<file path="config.mk">
export PLATFORM = sky130hd
export DESIGN_NAME = mob_override
export DESIGN_NICKNAME = d
export VERILOG_FILES = /design/src/mob_pkg.sv /design/src/mob_override.sv
export SDC_FILE = /design/constraint.sdc
export NUM_CORES = 1
export LEC_CHECK = 0
export BUFFER_PORTS_ARGS = -buffer_cell sky130_fd_sc_hd__buf_2
export CORE_ASPECT_RATIO = 1.1
export CORE_MARGIN = 2
export CORE_UTILIZATION = 30
export CTS_CLUSTER_SIZE = 25
export DETAILED_ROUTE_END_ITERATION = 8
export PLACE_DENSITY = 0.49
export SYNTH_ARGS = -nofsm -noshare
export SYNTH_HDL_FRONTEND = slang
export SYNTH_SLANG_ARGS = --single-unit
</file>
<file path="constraint.sdc">
create_clock -name i_clk -period 2.7 [get_ports i_clk]
set_input_delay 0.27 -clock i_clk [delete_from_list [all_inputs] [get_ports i_clk]]
set_output_delay 0.27 -clock i_clk [all_outputs]
set_load 0.02 [all_outputs]
</file>
<file path="src/mob_pkg.sv">
package mob_pkg;

  // Register offsets
  localparam logic [7:0] MOB_OFS_READBACK = 8'h02;
  localparam logic [7:0] MOB_OFS_PWR_AC   = 8'h12;
  localparam logic [7:0] MOB_OFS_CLAMP    = 8'h13;
  localparam logic [7:0] MOB_OFS_ALERT    = 8'h1b;
  localparam logic [7:0] MOB_OFS_FAULTS   = 8'h2c;

  // Field positions
  localparam int MOB_BIT_PWR_RB   = 6;
  localparam int MOB_BIT_AC_RB    = 7;
  localparam int MOB_BIT_PWR_OVR  = 1;
  localparam int MOB_BIT_AC_OVR   = 5;
  localparam int MOB_BIT_CLMP_OVR = 2;
  localparam int MOB_BIT_ALRT_OVR = 1;

  // Values after reset
  localparam logic [7:0] MOB_RST_BYTE = 8'h00;
  localparam logic       MOB_RST_BIT  = 1'b0;

  // Clamp release points, percent of the final ramp value
  localparam int MOB_CLAMP_LO_PCT = 75;
  localparam int MOB_CLAMP_HI_PCT = 88;

  // One register access from the serial engine
  typedef struct packed {
    logic       wr;      // Data byte written to addr
    logic       rd;      // Byte of addr being read
    logic       commit;  // End of a write transaction
    logic [7:0] addr;
    logic [7:0] data;
  } mob_reg_req_t;

  // Static configuration
  typedef struct packed {
    logic uc_mode;   // Microcontroller override mode
    logic pwr_thru;  // Power-on pin feeds the debounce logic
    logic ac_thru;   // AC sense feeds the AC-good function
    logic clamp_hi;  // Release clamp at the higher point
  } mob_cfg_t;

endpackage

</file>
<file path="src/mob_override.sv">
`timescale 1ns/1ns
`default_nettype none

module mob_override #(
  parameter int RAMP_W  = 8,
  parameter int FAULT_W = 8
) (
  input  wire logic                 i_clk,
  input  wire logic                 i_rst,
  input  wire mob_pkg::mob_reg_req_t i_req,
  input  wire mob_pkg::mob_cfg_t    i_cfg,
  input  wire logic                 i_pwr_req,
  input  wire logic                 i_ac_sense,
  input  wire logic [RAMP_W-1:0]    i_ramp,
  input  wire logic [RAMP_W-1:0]    i_ramp_final,
  input  wire logic [FAULT_W-1:0]   i_fault_now,
  output logic [7:0]                o_rd_data,
  output logic                      o_pwr_to_debounce,
  output logic                      o_ac_good_function,
  output logic                      o_ac_good_report,
  output logic                      o_power_enable_gate,
  output logic                      o_clamp_release,
  output logic                      o_fault_pin,
  output logic                      o_alert_o,
  output logic                      o_alert_oe_n
);
  import mob_pkg::*;

  localparam int PW = RAMP_W + 8;

  logic               pwr_ovr_q;
  logic               ac_ovr_q;
  logic               clmp_ovr_q;
  logic               alrt_ovr_q;
  logic               alrt_own_q;
  logic               pend_pwr_q;
  logic               pend_ac_q;
  logic               pend_clmp_q;
  logic               pend_alrt_q;
  logic               pend_pa_q;
  logic               pend_c_q;
  logic               pend_a_q;
  logic [FAULT_W-1:0] flt_prev_q;
  logic [FAULT_W-1:0] flt_lat_q;
  logic [FAULT_W-1:0] flt_lat_d;
  logic [FAULT_W-1:0] flt_rise;
  logic               flt_rd;
  logic               pwr_int;
  logic               ac_int;
  logic               ramp_hit;
  logic [PW-1:0]      ramp_pct;
  logic [PW-1:0]      thr_pct;

  // Stage written bytes until the transaction closes
  always_ff @(posedge i_clk or posedge i_rst) begin
    if (i_rst) begin
      pend_pwr_q  <= MOB_RST_BIT;
      pend_ac_q   <= MOB_RST_BIT;
      pend_clmp_q <= MOB_RST_BIT;
      pend_alrt_q <= MOB_RST_BIT;
      pend_pa_q   <= MOB_RST_BIT;
      pend_c_q    <= MOB_RST_BIT;
      pend_a_q    <= MOB_RST_BIT;
    end else if (i_req.commit) begin
      pend_pa_q <= 1'b0;
      pend_c_q  <= 1'b0;
      pend_a_q  <= 1'b0;
    end else if (i_req.wr) begin
      unique case (i_req.addr)
        MOB_OFS_PWR_AC: begin
          pend_pwr_q <= i_req.data[MOB_BIT_PWR_OVR];
          pend_ac_q  <= i_req.data[MOB_BIT_AC_OVR];
          pend_pa_q  <= 1'b1;
        end
        MOB_OFS_CLAMP: begin
          pend_clmp_q <= i_req.data[MOB_BIT_CLMP_OVR];
          pend_c_q    <= 1'b1;
        end
        MOB_OFS_ALERT: begin
          pend_alrt_q <= i_req.data[MOB_BIT_ALRT_OVR];
          pend_a_q    <= 1'b1;
        end
        default: begin
        end
      endcase
    end
  end

  // Commit overrides at transaction end; held until rewritten
  always_ff @(posedge i_clk or posedge i_rst) begin
    if (i_rst) begin
      pwr_ovr_q  <= MOB_RST_BIT;
      ac_ovr_q   <= MOB_RST_BIT;
      clmp_ovr_q <= MOB_RST_BIT;
      alrt_ovr_q <= MOB_RST_BIT;
      alrt_own_q <= MOB_RST_BIT;
    end else if (i_req.commit) begin
      if (pend_pa_q) begin
        pwr_ovr_q <= pend_pwr_q;
        ac_ovr_q  <= pend_ac_q;
      end
      if (pend_c_q) begin
        clmp_ovr_q <= pend_clmp_q;
      end
      if (pend_a_q) begin
        alrt_ovr_q <= pend_alrt_q;
        alrt_own_q <= 1'b1;
      end
    end
  end

  // Internal function selection
  always_comb begin
    pwr_int = i_cfg.uc_mode ? pwr_ovr_q
                            : (i_cfg.pwr_thru & i_pwr_req);
    ac_int  = i_cfg.uc_mode ? ac_ovr_q
                            : (i_cfg.ac_thru & i_ac_sense);
  end

  // Ramp position against the chosen release point
  always_comb begin
    ramp_pct = PW'(i_ramp) * PW'(100);
    thr_pct  = PW'(i_ramp_final)
             * (i_cfg.clamp_hi ? PW'(MOB_CLAMP_HI_PCT)
                               : PW'(MOB_CLAMP_LO_PCT));
    ramp_hit = (i_ramp_final != '0) && (ramp_pct >= thr_pct);
  end

  // Outputs of the internal functions
  always_ff @(posedge i_clk or posedge i_rst) begin
    if (i_rst) begin
      o_pwr_to_debounce   <= 1'b0;
      o_ac_good_function  <= 1'b0;
      o_ac_good_report    <= 1'b0;
      o_power_enable_gate <= 1'b0;
      o_clamp_release     <= 1'b0;
    end else begin
      o_pwr_to_debounce   <= pwr_int;
      o_ac_good_function  <= ac_int;
      o_ac_good_report    <= ac_int;
      o_power_enable_gate <= ac_int & pwr_int;
      o_clamp_release     <= i_cfg.uc_mode ? clmp_ovr_q
                                           : ramp_hit;
    end
  end

  // Fault latching, rising edges only, cleared on read unless the fault is still present
  always_comb begin
    flt_rise  = i_fault_now & ~flt_prev_q;
    flt_rd    = i_req.rd && (i_req.addr == MOB_OFS_FAULTS);
    flt_lat_d = flt_lat_q;
    if (flt_rd) begin
      flt_lat_d = flt_lat_q & i_fault_now;
    end
    flt_lat_d = flt_lat_d | flt_rise;
  end

  always_ff @(posedge i_clk or posedge i_rst) begin
    if (i_rst) begin
      flt_prev_q <= '0;
      flt_lat_q  <= '0;
    end else begin
      flt_prev_q <= i_fault_now;
      flt_lat_q  <= flt_lat_d;
    end
  end

  // Alert line and fault pin
  always_ff @(posedge i_clk or posedge i_rst) begin
    if (i_rst) begin
      o_alert_o    <= 1'b0;
      o_alert_oe_n <= 1'b1;
      o_fault_pin  <= 1'b0;
    end else begin
      o_alert_o    <= 1'b0;
      o_alert_oe_n <= ~(|flt_lat_d);
      o_fault_pin  <= alrt_own_q ? alrt_ovr_q
                                 : (|flt_lat_d);
    end
  end

  // Read data; write-only registers read zero
  always_ff @(posedge i_clk or posedge i_rst) begin
    if (i_rst) begin
      o_rd_data <= MOB_RST_BYTE;
    end else if (i_req.rd) begin
      o_rd_data <= MOB_RST_BYTE;
      if (i_req.addr == MOB_OFS_READBACK) begin
        o_rd_data[MOB_BIT_PWR_RB] <= i_pwr_req;
        o_rd_data[MOB_BIT_AC_RB]  <= i_ac_sense;
      end else if (i_req.addr == MOB_OFS_FAULTS) begin
        o_rd_data <= 8'(flt_lat_q);
      end
    end
  end
endmodule

`default_nettype wire

</file>
# Yosys cells after proc, flatten, opt, wreduce, memory -nomap -nowiden
# Cells that the tools add are included.
dict set report totals {
  register_bits 42
  inputBits 51
  out_inout_bits 16
}
dict set report classes {
  n_mul 2
  n_lt_le_gt_ge 1
  n_eq_ne 5
  mux 18
  bitwise_logic 9
  n_reduce_logical 17
}
# operator n
set ops {}
lappend ops {{$eq 8x5->1 const B} 3}
lappend ops {{$and 8x8->8} 2}
lappend ops {{$mux 8} 2}
lappend ops {{$ge 15x15->1} 1}
lappend ops {{$mul 8x7->15} 1}
lappend ops {{$mul 8x5->13 const B} 1}
lappend ops {{$mux 1} 13}
lappend ops {{$reduce_and 2->1} 6}
lappend ops {{$reduce_and 3->1} 3}
lappend ops {{$eq 8x2->1 const B} 1}
lappend ops {{$eq 8x6->1 const B} 1}
lappend ops {{$not 8->8} 1}
lappend ops {{$or 8x8->8} 1}
lappend ops {{$reduce_bool 2->1} 4}
lappend ops {{$reduce_bool 8->1} 1}
lappend ops {{$reduce_or 8->1} 1}
lappend ops {{$mux 6} 1}
lappend ops {{$mux 5} 1}
lappend ops {{$and 1x1->1} 3}
lappend ops {{$logic_and 1x1->1} 2}
lappend ops {{$mux 2} 1}
lappend ops {{$not 1->1} 2}

# Depth between registers and ports, before layout
dict set report logic_depth {
  word_depth 6
  depth_mapped 21
}

# Worst setup path before layout
# OpenSTA, ideal clock, no wires.
dict set report synth_path {
  kind {in2reg}
  startpoint {input port i_cfg[0] in the netlist's numbering}
  endpoint {register o_clamp_release}
  setup_ps 129
  arrival_time_ps 4647
  t_required_ps 2571
  path_slack_ps -2076
  cell_stages 20
  path_buffers 1
  path_cell_list {clkbuf_1 -> and2_1 -> ha_1 -> ha_1 -> fa_1 -> inv_1 -> fa_1 -> inv_1 -> ha_1 -> and3_1 -> a2111oi_0 -> nor3b_1 -> a311o_1 -> a21oi_1 -> xor2_1 -> ha_1 -> a21oi_1 -> nor2b_1 -> o21ai_0 -> nand3_1}
}
dict set report synth_via {
  elab_chain_len 5
}
# item line_no
set synth_rtl {}
lappend synth_rtl {{start: declaration} mob_override.sv:11} ;# input wire mob_pkg::mob_cfg_t i_cfg,
lappend synth_rtl {{$mux 5} mob_override.sv:124} ;# * (i_cfg.clamp_hi ? PW'(MOB_CLAMP_HI_PCT)
lappend synth_rtl {{$mul 8x7->15} mob_override.sv:124}
lappend synth_rtl {{$ge 15x15->1} mob_override.sv:126} ;# ramp_hit = (i_ramp_final != '0) && (ramp_pct >= thr_pct);
lappend synth_rtl {{$logic_and 1x1->1} mob_override.sv:126}
lappend synth_rtl {{$mux 1} mob_override.sv:142} ;# o_clamp_release <= i_cfg.uc_mode ? clmp_ovr_q
lappend synth_rtl {{end signal: assignment} mob_override.sv:142}
lappend synth_rtl {{end: declaration} mob_override.sv:22} ;# output logic o_clamp_release,
# Every way passes these cells.
# A chain may end at the register's enable or synchronous reset.

# Worst setup path after layout
# Same ends and word-level chain as after synthesis.

==> flow_metrics.env <==
export IMPL_initial_core_util_pct=30.9
export IMPL_post_route_period_util_pct=160
export IMPL_crit_type="input port to flip-flop"
export IMPL_die_h_um=124
export IMPL_insertion_delay_ns=0.28
export IMPL_syn_instance_count=391
export IMPL_worstPathRequired_ns=2.86
export IMPL_tightest_slew_ns=0.574
export IMPL_grt_pass1_wl_um=14100
export IMPL_synth_most_common_cell="ha_1"
export IMPL_ys_types=49
export IMPL_synth_edf_count=0
export IMPL_synth_seq_cells=42
export IMPL_hold_path_class="input port to flip-flop"
export IMPL_fin_nets=677
export IMPL_endpoint_kind="flip-flop"
export IMPL_fillers=1240
export IMPL_ys_seq_area_share_pct=26.9
export IMPL_clock_tree_buffer_depth=2
export IMPL_vias=3146
export IMPL_status="complete, but fails checks"
export IMPL_placed_area_sq_um=4980
export IMPL_grt_start_max_net_pins=43
export IMPL_crit_slowest_cell="fa_1"
export IMPL_ir_drop_v=0.000317
export IMPL_grt_overflow=0
export IMPL_die_w_um=113
export IMPL_slew_violations=0
export IMPL_drv_cap=0
export IMPL_track_usage_pct=12.2
export IMPL_syn_avg_cell_area_sq_um=9.99
export IMPL_io_buffers=60
export IMPL_cts_sinks=42
export IMPL_cts_tree="done"
export IMPL_grt_pass1_vias=3194
export IMPL_startpoint_type="input port"
export IMPL_ys_top_cells_by_area="ha_1, dfrtp_1, fa_1, inv_1, o21ai_0"
export IMPL_post_route_min_period_ns=4.32
export IMPL_top_regs="flt_lat_q (8), flt_prev_q (8), o_rd_data (8)"
export IMPL_antenna_left=0
export IMPL_boundaryPins=67
export IMPL_path_cells="buf_2 -> nand2b_4 -> inv_1 -> ha_1 -> fa_1 -> fa_1 -> fa_1 -> ha_2 -> or3_4 -> a2111oi_4 -> nor3b_1 -> a311o_1 -> a21oi_2 -> xor2_1 -> ha_1 -> a21oi_1 -> nor2b_1 -> o21ai_1 -> nand3_1"
export IMPL_final_area_sq_um=5180
export IMPL_fin_tns_setup_ns=-1.62
export IMPL_grtUsageMet3_pct=1.61
export IMPL_async_flop_share_pct=100
export IMPL_cts_setup_buffers=0
export IMPL_crit_fanout=6
export IMPL_synth_common_cells="ha_1, inv_1, dfrtp_1"
export IMPL_drc=0
export IMPL_finalSetupViolCount=1
export IMPL_area_growth_pct=32.6
export IMPL_cts_buffers=5
export IMPL_crit_path_frequent_cell="fa_1"
export IMPL_busiest_layer="met2"
export IMPL_rsz0062_at_grt="yes"
export IMPL_synth_top_area_share_pct=27.2
export IMPL_drive_gt1_share_pct=33.0
export IMPL_dp_hpwl_um=7210
export IMPL_ys_flop_type="dfrtp_1"
export IMPL_antenna_cells=0
export IMPL_num_rows=43
export IMPL_cts_root_buf="clkbuf_16"
export IMPL_power_w=0.00287
export IMPL_wl_per_cell_um=12.1
export IMPL_p_per_area_nw_per_um2=554
export IMPL_yosysTopAreaCell="ha_1"
export IMPL_failed_checks="setup timing"
export IMPL_routed_wl_um=8260
export IMPL_syn_area_sq_um=3910
export IMPL_syn_nets=544
export IMPL_p_leak_nw=2.71
export IMPL_drtIter0Drc=93
export IMPL_grtUsageMet1_pct=15.0
export IMPL_arrival_ns=4.48
export IMPL_viasPerCell=4.61
export IMPL_slew_headroom_pct=61.6
export IMPL_cts_clk_slew_worst_paths_ns=0.06
export IMPL_met2_usage_pct=22.9
export IMPL_fin_skew_ns=0.00583
export IMPL_fmax_mhz=231
export IMPL_first_pass_iters=4
export IMPL_setup_ws_ns=-1.62
export IMPL_post_place_ws_ns=-1.95
export IMPL_design_die_area_sq_um=14000
export IMPL_gp_congestion=0.760
export IMPL_yosys_warnings=0
export IMPL_coreArea_sq_um=12600
export IMPL_antenna_found_initial=0
export IMPL_finalHoldViolCount=0
export IMPL_cts_htree_levels=2
export IMPL_final_util_pct=41.0
export IMPL_max_stage_delay_ns=0.56
export IMPL_hold_buffers=0
through the flow:
step | hold WS (ns) | cells
3_3_place_gp | 0.393 | 674
4_1_cts | 0.104 | 682
2_1_floorplan | 0.301 | 391
3_5_place_dp | 0.398 | 674
6_report | 0.110 | 682
5_1_grt | 0.105 | 682
final cells by class:
class | count | area (sq um) | share of cell area (%)
multi-input cells | 297 | 2760 | 53.2
flip-flops and latches | 42 | 1050 | 20.3
repair buffers | 131 | 833 | 16.1
well taps | 157 | 196 | 3.79
inverters | 47 | 176 | 3.41
clock buffers | 5 | 125 | 2.42
clock inverters | 3 | 40.0 | 0.773
path summary, 6_finish.rpt:
check	from	endpoint	slack [ns]	depth (start not counted)
worst max register to register	flt_lat_q[1]	o_fault_pin	0.91	5
min in group asynchronous	i_rst	o_rd_data[0]	0.12	3
worst max-delay path	i_cfg[0]	o_clamp_release	-1.62	19
max in group asynchronous	i_rst	o_rd_data[7]	2.21	3
worst min-delay path	i_fault_now[1]	flt_prev_q[1]	0.11	1
worst min register to register	flt_prev_q[6]	flt_lat_q[6]	0.47	1
worst max-delay path, delay by kind of cell:
family,cells,cell delay (ns)
AOI/OAI and AO/OA,5,0.92
xor gates and xnor gates,1,0.16
adders and majority gates,6,2.16
buffers and inverters,2,0.18
and+or+nand+nor,5,0.77
per-layer routing:
layer / share of wire (%) / vias to the layer above
met3: 3.2 / 4
li1: - / 1618
met5: 0 / -
met2: 51 / 44
met1: 45 / 1480
met4: 0.59 / 0
cell families after synthesis:
group | Yosys count | synth area share, %
simple gates | 103 | 14.6
fa+ha+maj | 102 | 35.9
compound gates | 64 | 10.4
buf+inv | 52 | 5.38
flops | 42 | 26.9
xor+xnor | 18 | 4.04
mux | 9 | 2.56
other cells | 1 | 0.0960
what timing repair did:
action / CTS / global route
pin swaps: 0 / 1
gates resized for setup: 2 / 6
endpoints found under the setup margin: 1 / 1
layout by cell type, fill, tap and decap left out, drive strengths merged, types with 5 or more instances in the layout:
| cell type | instances |
|---|---|
| a21o | 6 |
| a21oi | 17 |
| and2 | 11 |
| buf | 131 |
| clkbuf | 5 |
| dfrtp | 41 |
| fa | 17 |
| ha | 85 |
| inv | 47 |
| mux2 | 8 |
| nand2 | 19 |
| nand2b | 11 |
| nand3 | 10 |
| nor2 | 16 |
| nor2b | 11 |
| o21ai | 23 |
| or3 | 5 |
| xnor2 | 12 |
| xor2 | 6 |
report_power, final:
part	leakage [nW]	switching [W]	internal (W)
logic	2.11	0.000726	0.000813
clock network	0.0836	0.000233	0.000432
registers	0.514	0.0000102	0.000655
(Power assumes the default switching activity.)
